[src/hw/dbt_defs.svh]
// Register map, field positions, reset values and constants of the dual byte timer.
`ifndef DBT_DEFS_SVH
`define DBT_DEFS_SVH

// ----------------------------------------------------------------------------
// Register offsets
// ----------------------------------------------------------------------------
`define DBT_LOW_MATCH_ADDR 16'h7F10
`define DBT_HIGH_MATCH_ADDR 16'h7F11
`define DBT_CTRL_ADDR 16'h7F12
`define DBT_DIV_ADDR 16'h7F13

// ----------------------------------------------------------------------------
// Timer control bit positions
// ----------------------------------------------------------------------------
`define DBT_IE_BIT 0
`define DBT_FLG_BIT 1
`define DBT_RUN_BIT 2
`define DBT_CKS_LSB 3
`define DBT_CKS_MSB 4
`define DBT_SIE_BIT 5
`define DBT_SFLG_BIT 6
`define DBT_SSTS_BIT 7

// ----------------------------------------------------------------------------
// Divider control field positions
// ----------------------------------------------------------------------------
`define DBT_LIMIT_LSB 0
`define DBT_LIMIT_MSB 4
`define DBT_MODE_LSB 5
`define DBT_MODE_MSB 7

// ----------------------------------------------------------------------------
// Reset values and fixed constants
// ----------------------------------------------------------------------------
`define DBT_REG_RESET 8'h00
`define DBT_IRQ_VECTOR 16'h8008
`define DBT_BYTE_MAX 8'hFF

`endif

[src/hw/dbt_pkg.sv]
// Types shared by the dual byte timer.
package dbt_pkg;

	typedef enum logic [2:0] {
		DBT_MODE_T16 = 3'h0,
		DBT_MODE_TOG_PWM = 3'h1,
		DBT_MODE_PWM_STOP = 3'h2,
		DBT_MODE_TOG_STOP = 3'h3,
		DBT_MODE_TIM_PWM = 3'h4,
		DBT_MODE_TIM_TOG = 3'h5,
		DBT_MODE_PWM_PWM = 3'h6,
		DBT_MODE_TOG_TOG = 3'h7
	} dbt_mode_e;

	typedef enum logic [1:0] {
		DBT_CLK_SYS = 2'h0,
		DBT_CLK_RC = 2'h1,
		DBT_CLK_OSC_A = 2'h2,
		DBT_CLK_OSC_B = 2'h3
	} dbt_clk_e;

	// Writable part of the timer control register, bit 7 upward is derived.
	typedef struct packed {
		logic soft_irq_flag;
		logic soft_irq_enable;
		dbt_clk_e count_clock_select;
		logic run;
		logic match_flag;
		logic match_irq_enable;
	} dbt_ctrl_s;

	typedef struct packed {
		dbt_mode_e mode;
		logic [4:0] divider_limit;
	} dbt_div_s;

endpackage : dbt_pkg

[src/hw/dbt_timer.sv]
// Dual byte timer with divider, two waveform outputs and interrupt request.
//
// Strobed register access was decided locally.
`timescale 1ns/1ps
`include "dbt_defs.svh"

module dbt_timer (
	// Clock and reset
	input wire logic sys_clk,
	input wire logic sys_rst,
	// Register port
	input wire logic [15:0] reg_addr,
	input wire logic [7:0] reg_wdata,
	input wire logic reg_wr,
	input wire logic reg_rd,
	output logic [7:0] reg_rdata,
	// Count clock sources from pins
	input wire logic rc_osc_in,
	input wire logic first_oscillator,
	input wire logic second_oscillator,
	// Outputs
	output logic low_wave_out,
	output logic high_wave_out,
	output logic irq_req,
	output logic [15:0] irq_vector
);

	// ------------------------------------------------------------------------
	// Registers
	// ------------------------------------------------------------------------
	logic [7:0] low_match_value_r;
	logic [7:0] high_match_value_r;
	dbt_pkg::dbt_ctrl_s timer_control_r;
	dbt_pkg::dbt_div_s divider_control_r;
	logic [7:0] low_buf_r;
	logic [7:0] high_buf_r;
	logic [4:0] div_cnt_r;
	logic [7:0] low_byte_counter_r;
	logic [7:0] high_byte_counter_r;
	logic [2:0] osc_s1_r;
	logic [2:0] osc_s2_r;
	logic [2:0] osc_s3_r;

	logic run;
	dbt_pkg::dbt_mode_e mode;
	logic soft_irq_status;
	logic count_tick;
	logic div_match;
	logic low_match;
	logic low_ovf;
	logic low_wrap;
	logic high_run;
	logic high_match;
	logic high_ovf;
	logic high_wrap;
	logic low_pwm;
	logic high_pwm;
	logic flag_set;
	logic [2:0] osc_rise;

	assign run = timer_control_r.run;
	assign mode = divider_control_r.mode;
	assign soft_irq_status = timer_control_r.soft_irq_flag & timer_control_r.soft_irq_enable;

	// ------------------------------------------------------------------------
	// Decode helpers
	// ------------------------------------------------------------------------
	// Mode 0 chains the two bytes into one 16-bit count.
	function automatic logic is_chained(input dbt_pkg::dbt_mode_e m);
		return m == dbt_pkg::DBT_MODE_T16;
	endfunction : is_chained

	// A PWM low byte free-runs 256 steps, so its period never depends on the match.
	function automatic logic low_is_pwm(input dbt_pkg::dbt_mode_e m);
		return (m == dbt_pkg::DBT_MODE_PWM_STOP) || (m == dbt_pkg::DBT_MODE_PWM_PWM);
	endfunction : low_is_pwm

	// The high byte runs as a 256-step PWM in these modes.
	function automatic logic high_is_pwm(input dbt_pkg::dbt_mode_e m);
		return (m == dbt_pkg::DBT_MODE_TOG_PWM) || (m == dbt_pkg::DBT_MODE_TIM_PWM) ||
			(m == dbt_pkg::DBT_MODE_PWM_PWM);
	endfunction : high_is_pwm

	// The high byte has no job in the two single-byte modes.
	// It stays parked at zero there, with its buffer following its register.
	function automatic logic high_is_parked(input dbt_pkg::dbt_mode_e m);
		return (m == dbt_pkg::DBT_MODE_PWM_STOP) || (m == dbt_pkg::DBT_MODE_TOG_STOP);
	endfunction : high_is_parked

	// Overflow is taken from the count value, so it is seen in the step before the wrap.
	function automatic logic byte_is_max(input logic [7:0] v);
		return v == `DBT_BYTE_MAX;
	endfunction : byte_is_max

	// One count step of a byte counter; past FF it wraps to zero by itself.
	function automatic logic [7:0] byte_step(input logic [7:0] v);
		return v + 8'h01;
	endfunction : byte_step

	// Addresses compare in full; a strobe to an unmapped address touches nothing.
	function automatic logic reg_hit(input logic [15:0] addr, input logic [15:0] target);
		return addr == target;
	endfunction : reg_hit

	// ------------------------------------------------------------------------
	// Count clock sources
	// ------------------------------------------------------------------------
	// Slow oscillators are sampled, never used as clocks, so every counter stays
	// in one domain; they must run below half the system clock rate.
	// A pin that is high when reset ends may be counted once; the timer is halted then.
	always_ff @(posedge sys_clk)
	begin
		if (sys_rst)
		begin
			osc_s1_r <= 3'h0;
			osc_s2_r <= 3'h0;
			osc_s3_r <= 3'h0;
		end
		else
		begin
			osc_s1_r <= {second_oscillator, first_oscillator, rc_osc_in};
			osc_s2_r <= osc_s1_r;
			osc_s3_r <= osc_s2_r;
		end
	end

	assign osc_rise = osc_s2_r & ~osc_s3_r;

	always_comb
	begin
		unique case (timer_control_r.count_clock_select)
			dbt_pkg::DBT_CLK_SYS: count_tick = 1'b1;
			dbt_pkg::DBT_CLK_RC: count_tick = osc_rise[0];
			dbt_pkg::DBT_CLK_OSC_A: count_tick = osc_rise[1];
			dbt_pkg::DBT_CLK_OSC_B: count_tick = osc_rise[2];
		endcase
	end

	// ------------------------------------------------------------------------
	// Event decode
	// ------------------------------------------------------------------------
	assign div_match = run && count_tick && (div_cnt_r == divider_control_r.divider_limit);

	// In mode 0 the low byte only clears on the full 16-bit match.
	assign low_match = div_match && (low_byte_counter_r == low_buf_r) &&
		(!is_chained(mode) || (high_byte_counter_r == high_buf_r));
	assign low_ovf = div_match && byte_is_max(low_byte_counter_r);
	assign low_pwm = low_is_pwm(mode);
	// PWM counters run a full 256 steps; the match only ends the high phase.
	assign low_wrap = low_pwm ? low_ovf : (low_match || (low_ovf && !is_chained(mode)));

	assign high_run = run && !high_is_parked(mode);
	assign high_pwm = high_is_pwm(mode);

	always_comb
	begin
		if (is_chained(mode))
		begin
			high_match = low_match;
			high_ovf = low_ovf && byte_is_max(high_byte_counter_r);
			high_wrap = low_match || high_ovf;
		end
		else
		begin
			high_match = high_run && (high_byte_counter_r == high_buf_r);
			high_ovf = high_run && byte_is_max(high_byte_counter_r);
			high_wrap = high_pwm ? high_ovf : (high_match || high_ovf);
		end
	end

	// The running timer's count turns to zero on each low byte period.
	assign flag_set = run && low_wrap;

	// ------------------------------------------------------------------------
	// Divider
	// ------------------------------------------------------------------------
	// The divider restarts from zero on every start, so the first period is a full one.
	always_ff @(posedge sys_clk)
	begin
		if (sys_rst || !run)
			div_cnt_r <= 5'h00;
		else if (div_match)
			div_cnt_r <= 5'h00;
		else if (count_tick)
			div_cnt_r <= div_cnt_r + 5'h01;
	end

	// ------------------------------------------------------------------------
	// Low byte counter
	// ------------------------------------------------------------------------
	// In mode 0 the step past FF is the carry into the high byte, not a clear.
	always_ff @(posedge sys_clk)
	begin
		if (sys_rst || !run)
			low_byte_counter_r <= 8'h00;
		else if (low_wrap)
			low_byte_counter_r <= 8'h00;
		else if (div_match)
			low_byte_counter_r <= byte_step(low_byte_counter_r);
	end

	// ------------------------------------------------------------------------
	// High byte counter
	// ------------------------------------------------------------------------
	// Outside modes 0, 2 and 3 the high byte ignores the divider and counts system clocks.
	always_ff @(posedge sys_clk)
	begin
		if (sys_rst || !high_run)
			high_byte_counter_r <= 8'h00;
		else if (high_wrap)
			high_byte_counter_r <= 8'h00;
		else if (is_chained(mode))
		begin
			if (low_ovf)
				high_byte_counter_r <= byte_step(high_byte_counter_r);
		end
		else
			high_byte_counter_r <= byte_step(high_byte_counter_r);
	end

	// ------------------------------------------------------------------------
	// Match buffers
	// ------------------------------------------------------------------------
	// Reloading only on the wrap while running keeps one period from mixing an old and a new value.
	// Nothing here holds back a second write within a period on a slow count clock.
	always_ff @(posedge sys_clk)
	begin
		if (sys_rst)
			low_buf_r <= `DBT_REG_RESET;
		else if (!run || low_wrap)
			low_buf_r <= low_match_value_r;
	end

	always_ff @(posedge sys_clk)
	begin
		if (sys_rst)
			high_buf_r <= `DBT_REG_RESET;
		else if (!high_run || high_wrap)
			high_buf_r <= high_match_value_r;
	end

	// ------------------------------------------------------------------------
	// Waveform outputs
	// ------------------------------------------------------------------------
	// With a PWM match of FF both edges fall in one cycle; the set wins, so a
	// full-scale setting gives a steady high level instead of a one-cycle dip.
	always_ff @(posedge sys_clk)
	begin
		if (sys_rst || !run)
			low_wave_out <= 1'b0;
		else
		begin
			unique case (mode)
				dbt_pkg::DBT_MODE_TOG_PWM, dbt_pkg::DBT_MODE_TOG_STOP, dbt_pkg::DBT_MODE_TOG_TOG:
					if (low_match)
						low_wave_out <= ~low_wave_out;
				dbt_pkg::DBT_MODE_PWM_STOP, dbt_pkg::DBT_MODE_PWM_PWM:
					if (low_ovf)
						low_wave_out <= 1'b1;
					else if (low_match)
						low_wave_out <= 1'b0;
				dbt_pkg::DBT_MODE_T16, dbt_pkg::DBT_MODE_TIM_PWM, dbt_pkg::DBT_MODE_TIM_TOG:
					low_wave_out <= 1'b0;
			endcase
		end
	end

	always_ff @(posedge sys_clk)
	begin
		if (sys_rst || !high_run)
			high_wave_out <= 1'b0;
		else
		begin
			unique case (mode)
				dbt_pkg::DBT_MODE_TIM_TOG, dbt_pkg::DBT_MODE_TOG_TOG:
					if (high_match)
						high_wave_out <= ~high_wave_out;
				dbt_pkg::DBT_MODE_TOG_PWM, dbt_pkg::DBT_MODE_TIM_PWM, dbt_pkg::DBT_MODE_PWM_PWM:
					if (high_ovf)
						high_wave_out <= 1'b1;
					else if (high_match)
						high_wave_out <= 1'b0;
				dbt_pkg::DBT_MODE_T16, dbt_pkg::DBT_MODE_PWM_STOP, dbt_pkg::DBT_MODE_TOG_STOP:
					high_wave_out <= 1'b0;
			endcase
		end
	end

	// ------------------------------------------------------------------------
	// Register writes
	// ------------------------------------------------------------------------
	// Writes land at the edge that carries the strobe; the port never stalls.
	always_ff @(posedge sys_clk)
	begin
		if (sys_rst)
		begin
			low_match_value_r <= `DBT_REG_RESET;
			high_match_value_r <= `DBT_REG_RESET;
			divider_control_r <= `DBT_REG_RESET;
		end
		else if (reg_wr)
		begin
			if (reg_hit(reg_addr, `DBT_LOW_MATCH_ADDR))
				low_match_value_r <= reg_wdata;
			if (reg_hit(reg_addr, `DBT_HIGH_MATCH_ADDR))
				high_match_value_r <= reg_wdata;
			if (reg_hit(reg_addr, `DBT_DIV_ADDR))
			begin
				divider_control_r.mode <= dbt_pkg::dbt_mode_e'(reg_wdata[`DBT_MODE_MSB:`DBT_MODE_LSB]);
				divider_control_r.divider_limit <= reg_wdata[`DBT_LIMIT_MSB:`DBT_LIMIT_LSB];
			end
		end
	end

	// Bit 7 is not stored, so a write there has no effect.
	always_ff @(posedge sys_clk)
	begin
		if (sys_rst)
			timer_control_r <= 7'(`DBT_REG_RESET);
		else
		begin
			if (reg_wr && reg_hit(reg_addr, `DBT_CTRL_ADDR))
				timer_control_r <= reg_wdata[`DBT_SFLG_BIT:`DBT_IE_BIT];
			// A zero count arriving with a clearing write keeps the flag set.
			if (flag_set)
				timer_control_r.match_flag <= 1'b1;
		end
	end

	// ------------------------------------------------------------------------
	// Register reads
	// ------------------------------------------------------------------------
	// Idle cycles return zero so that a stale value is never taken for an answer.
	always_ff @(posedge sys_clk)
	begin
		if (sys_rst)
			reg_rdata <= 8'h00;
		else if (reg_rd)
		begin
			unique case (reg_addr)
				`DBT_LOW_MATCH_ADDR: reg_rdata <= low_match_value_r;
				`DBT_HIGH_MATCH_ADDR: reg_rdata <= high_match_value_r;
				`DBT_CTRL_ADDR: reg_rdata <= {soft_irq_status, timer_control_r};
				`DBT_DIV_ADDR: reg_rdata <= divider_control_r;
				default: reg_rdata <= 8'h00;
			endcase
		end
		else
			reg_rdata <= 8'h00;
	end

	// ------------------------------------------------------------------------
	// Interrupt request
	// ------------------------------------------------------------------------
	// The request is registered, so it follows its cause by one cycle without glitches.
	always_ff @(posedge sys_clk)
	begin
		if (sys_rst)
		begin
			irq_req <= 1'b0;
			irq_vector <= 16'h0000;
		end
		else
		begin
			irq_req <= (timer_control_r.match_irq_enable & timer_control_r.match_flag) |
				soft_irq_status;
			irq_vector <= `DBT_IRQ_VECTOR;
		end
	end

endmodule : dbt_timer

[config.mk]
export PLATFORM = sky130hd
export DESIGN_NAME = dbt_timer
export DESIGN_NICKNAME = d
export VERILOG_FILES = /design/src/hw/dbt_pkg.sv /design/src/hw/dbt_timer.sv
export VERILOG_INCLUDE_DIRS = /design/src /design/src/hw
export SDC_FILE = /design/constraint.sdc
export NUM_CORES = 1
export LEC_CHECK = 0
export BUFFER_PORTS_ARGS = -buffer_cell sky130_fd_sc_hd__buf_4
export CAP_MARGIN = 10
export CORE_MARGIN = 2
export CORE_UTILIZATION = 55
export CTS_CLUSTER_SIZE = 8
export DETAILED_ROUTE_END_ITERATION = 8
export PLACE_DENSITY = 0.73
export SYNTH_ARGS = -nofsm -noshare
export SYNTH_HDL_FRONTEND = slang
export SYNTH_SLANG_ARGS = --single-unit
[constraint.sdc]
create_clock -name sys_clk -period 3 [get_ports sys_clk]
set_clock_uncertainty 0.05 [all_clocks]
set_input_delay 0.15 -clock sys_clk [delete_from_list [all_inputs] [get_ports sys_clk]]
set_output_delay 0.15 -clock sys_clk [all_outputs]
set_load 0.01 [all_outputs]
==> summary.txt <==
Synth
  – Post-Syn Area per Cell: 8.54 um^2
  – XOR/XNOR Fraction of Synth Area: 8.79%
  – Adder-cell area share of the yosys netlist: 0.942%
  – YS warnings: 0
  – Flop and latch count out of synthesis: 89
  – Sequential area share after synthesis: 44.7%
  – Mux contribution to synthesized area: 3.04%
  – Leading cell type by number of instances after synthesis: dfxtp_1
  – Synth top area cells: dfxtp_1 45%, nand2_1 7.8%, a21oi_1 6.3%
  – Combinational family with the most area after synthesis: simple AND/OR/NAND/NOR gates
  – Compound-Gate Fraction of Synth Area: 12.8%
  – Synth cell types: 49
  – Number of synthesized flops with an enable pin: 0
  – Most frequent cells after synthesis: 89 x dfxtp_1, 83 x nand2_1, 50 x a21oi_1
  – Main synth FF type: dfxtp_1
  – Post-Syn Area: 3990 um^2
  – Post-synthesis simple-gate area fraction: 23.7%
  – Area leader, netlist: dfxtp_1
  – Gate Count Post-Synth: 467
  – Yosys top cell area share: 44.7%
  – Asr flop ratio synth: 0%

Critical path
  – Crit path required time: 3.18 ns
  – CP max FO: 8
  – Critical path arrival: 2.57 ns
  – Crit-path leading delay family: simple AND/OR/NAND/NOR gates
  – Critical Path Start Type: flip-flop
  – CP max stage cell: or3_1
  – Crit-path max cell delay: 0.49 ns
  – CP cell instances: xor2_1 > nor4_1 > o211ai_1 > or3_1 > o21ai_2 > a211o_1 > nor3_1
  – Worst setup path class: reg -> reg
  – CP bufs+invs: 0
  – CP Capture Type: flip-flop

Clock tree
  – CTS tree: yes
  – Clock Latency Late Sink: 0.36 ns
  – Hold_buf cts: 3
  – Clock transition at path regs: 0.09 ns
  – CTS buffer count: 9
  – TritonCTS Sinks: 89
  – Post-CTS setup buffers: 0
  – Root buffer cell: clkbuf_8
  – Cells resized by post-CTS repair: 0
  – Buffer depth of the longest clock path: 2
  – H-tree depth: 3

Placement
  – Post-placement cell area: 4300 um^2
  – Post-DP HPWL: 6490 um
  – # port buffers: 43
  – Post-Place Cells: 587
  – GPL Wtd Cong: 0.831
  – Pre-CTS setup slack: 0.565 ns

Drt
  – Via/cell ratio: 5.42
  – DR pass1 iterations: 4
  – Vias: 3283
  – WL/cell: 15.0 um
  – Initial DRC Count: 288
  – Met2 Wirelength: 4410 um
  – Top sig layer: met4
  – Wire length on met3: 373 um
  – Total wire length: 9090 um
  – DRC Markers: 0
  – M1 WL: 4130 um
  – Antenna viol nets, final: 0

Floorplan
  – Row count: 31
  – Die Ht: 89.1 um
  – I/O pin count: 58
  – DIE AREA: 7950 um^2
  – Initial core utilization: 55.9%
  – Die width: 89.1 um
  – Total core area: 7140 um^2

STA
  – Setup ws final: 0.609 ns
  – Setup TNS: 0 ns
  – Worst slew pin tran: 0.681 ns
  – Slew Viols, Final: 0
  – Final period util: 79.7%
  – # setup viols final: 0
  – Slew margin rel.: 54.6%
  – Clock period minus worst slack: 2.39 ns
  – RSZ-0062 raised after global routing: no
  – Final Hold Fails: 0
  – Achievable frequency: 418 MHz
  – Hold Slack: 0.0167 ns

Layout
  – Number of antenna diodes: 0
  – Area grow syn2layout: 13.7%
  – Fill count: 642
  – Nets@finish: 536
  – Fin area: 4530 um^2
  – Post-route insts no fill: 606
  – Layout cell share with drive strength beyond 1: 14.0%

Global route
  – First-pass GRT wire length: 14800 um
  – Largest net degree at the start of global routing: 34
  – Gr usage total: 24.3%
  – Gr ovfl total: 0
  – Vias in the first global route: 3017
  – Initial antenna violation count: 0

Pwr
  – Leak pwr: 1.57 nW
  – P_int: 1.63 mW
  – Sequential share of power: 56.5%
  – Net Sw Frac: 22.3%
  – Clock share of power: 39.6%
  – Logic pwr share: 3.9%
  – VDD IR max: 356 uV
  – Cell Pwr Density: 463 nW/um^2
  – Net load switching power: 0.469 mW

Run
  – Max Cap Violations: 0

Min path
  – Hold Path Class: in -> reg

Status
  – Outcome: complete, no violations
cells by family (layout without fill, tap and decap cells):
group / Yosys count / in the layout
and+or+nand+nor: 195 / 195
muxes: 12 / 12
DFF: 89 / 89
buffers and inverters: 44 / 71
adders and majority gates: 3 / 3
other: 1 / 14
AOI/OAI and AO/OA: 83 / 83
xor gates and xnor gates: 40 / 40
power by group through the flow:
stage	registers (mW)	logic (mW)	clock network (mW)
6_report	1.19	0.0820	0.831
5_1_grt	1.19	0.0894	0.897
4_1_cts	1.19	0.0818	0.841
3_5_place_dp	1.22	0.0786	0
3_3_place_gp	1.21	0.0786	0
2_1_floorplan	1.21	0.0486	0
stage by stage:
stage / utilization (%) / total power, mW
2_1_floorplan: - / 1.26
3_3_place_gp: 60.3 / 1.29
3_5_place_dp: 60.3 / 1.29
4_1_cts: 63.5 / 2.11
5_1_grt: 63.5 / 2.17
6_report: 63.5 / 2.10
flip-flops by register name (all words and copies together), names as in the netlist, 3 cells and up:
signal               cells
high_match_value_r       8
divider_control_r        5
low_byte_counter_r       8
high_buf_r               8
low_match_value_r        8
timer_control_r          6
osc_s1_r                 3
mode                     3
div_cnt_r                5
reg_rdata                8
high_byte_counter_r      8
osc_s2_r                 3
low_buf_r                8
osc_s3_r                 3
cells in the final DEF, fill, tap and decap left out, drive strengths merged, types with 5 or more instances in the layout:
master	netlist	routed
a21oi	50	50
a22oi	16	16
buf	24	49
clkbuf	17	12
conb	1	14
dfxtp	89	89
mux2i	11	11
nand2	83	83
nand2b	5	5
nand3	34	34
nand4	11	11
nor2	22	22
nor2b	10	10
nor3	12	12
xnor2	22	22
xor2	18	18
final cells by class:
| class | count | area [um^2] | share of cell area (%) |
|---|---|---|---|
| multi-input combinational | 347 | 2020 | 44.6 |
| sequential | 89 | 1780 | 39.3 |
| timing repair buffer | 52 | 398 | 8.78 |
| clock buffer | 12 | 145 | 3.20 |
| tap | 99 | 124 | 2.73 |
| clock inverter | 4 | 52.6 | 1.16 |
| inverter | 3 | 11.3 | 0.248 |
worst min-delay path: cells and delay by family:
| kind | cells | cell delay [ns] |
|---|---|---|
| buffers and inverters | 1 | 0.13 |
| AO/OA/AOI/OAI | 1 | 0.05 |
| AND/OR/NAND/NOR | 1 | 0.05 |
layer usage:
| layer | vias to the layer above | track usage (%) |
|---|---|---|
| li1 | 1647 | - |
| met1 | 1537 | 32.0 |
| met2 | 83 | 39.7 |
| met3 | 16 | 4.06 |
| met4 | 0 | 9.50 |
| met5 | - | 0 |
path summary, 6_finish.rpt:
kind	to	from	cells after the start	slack, ns
worst max-delay path	high_byte_counter_r[5]	div_cnt_r[2]	7	0.61
worst min-delay path	low_match_value_r[3]	reg_wdata[3]	3	0.02
worst max register to register	high_byte_counter_r[5]	div_cnt_r[2]	7	0.61
worst min register to register	osc_s2_r[0]	osc_s1_r[0]	1	0.39
Power figures use the tool's default switching activity.
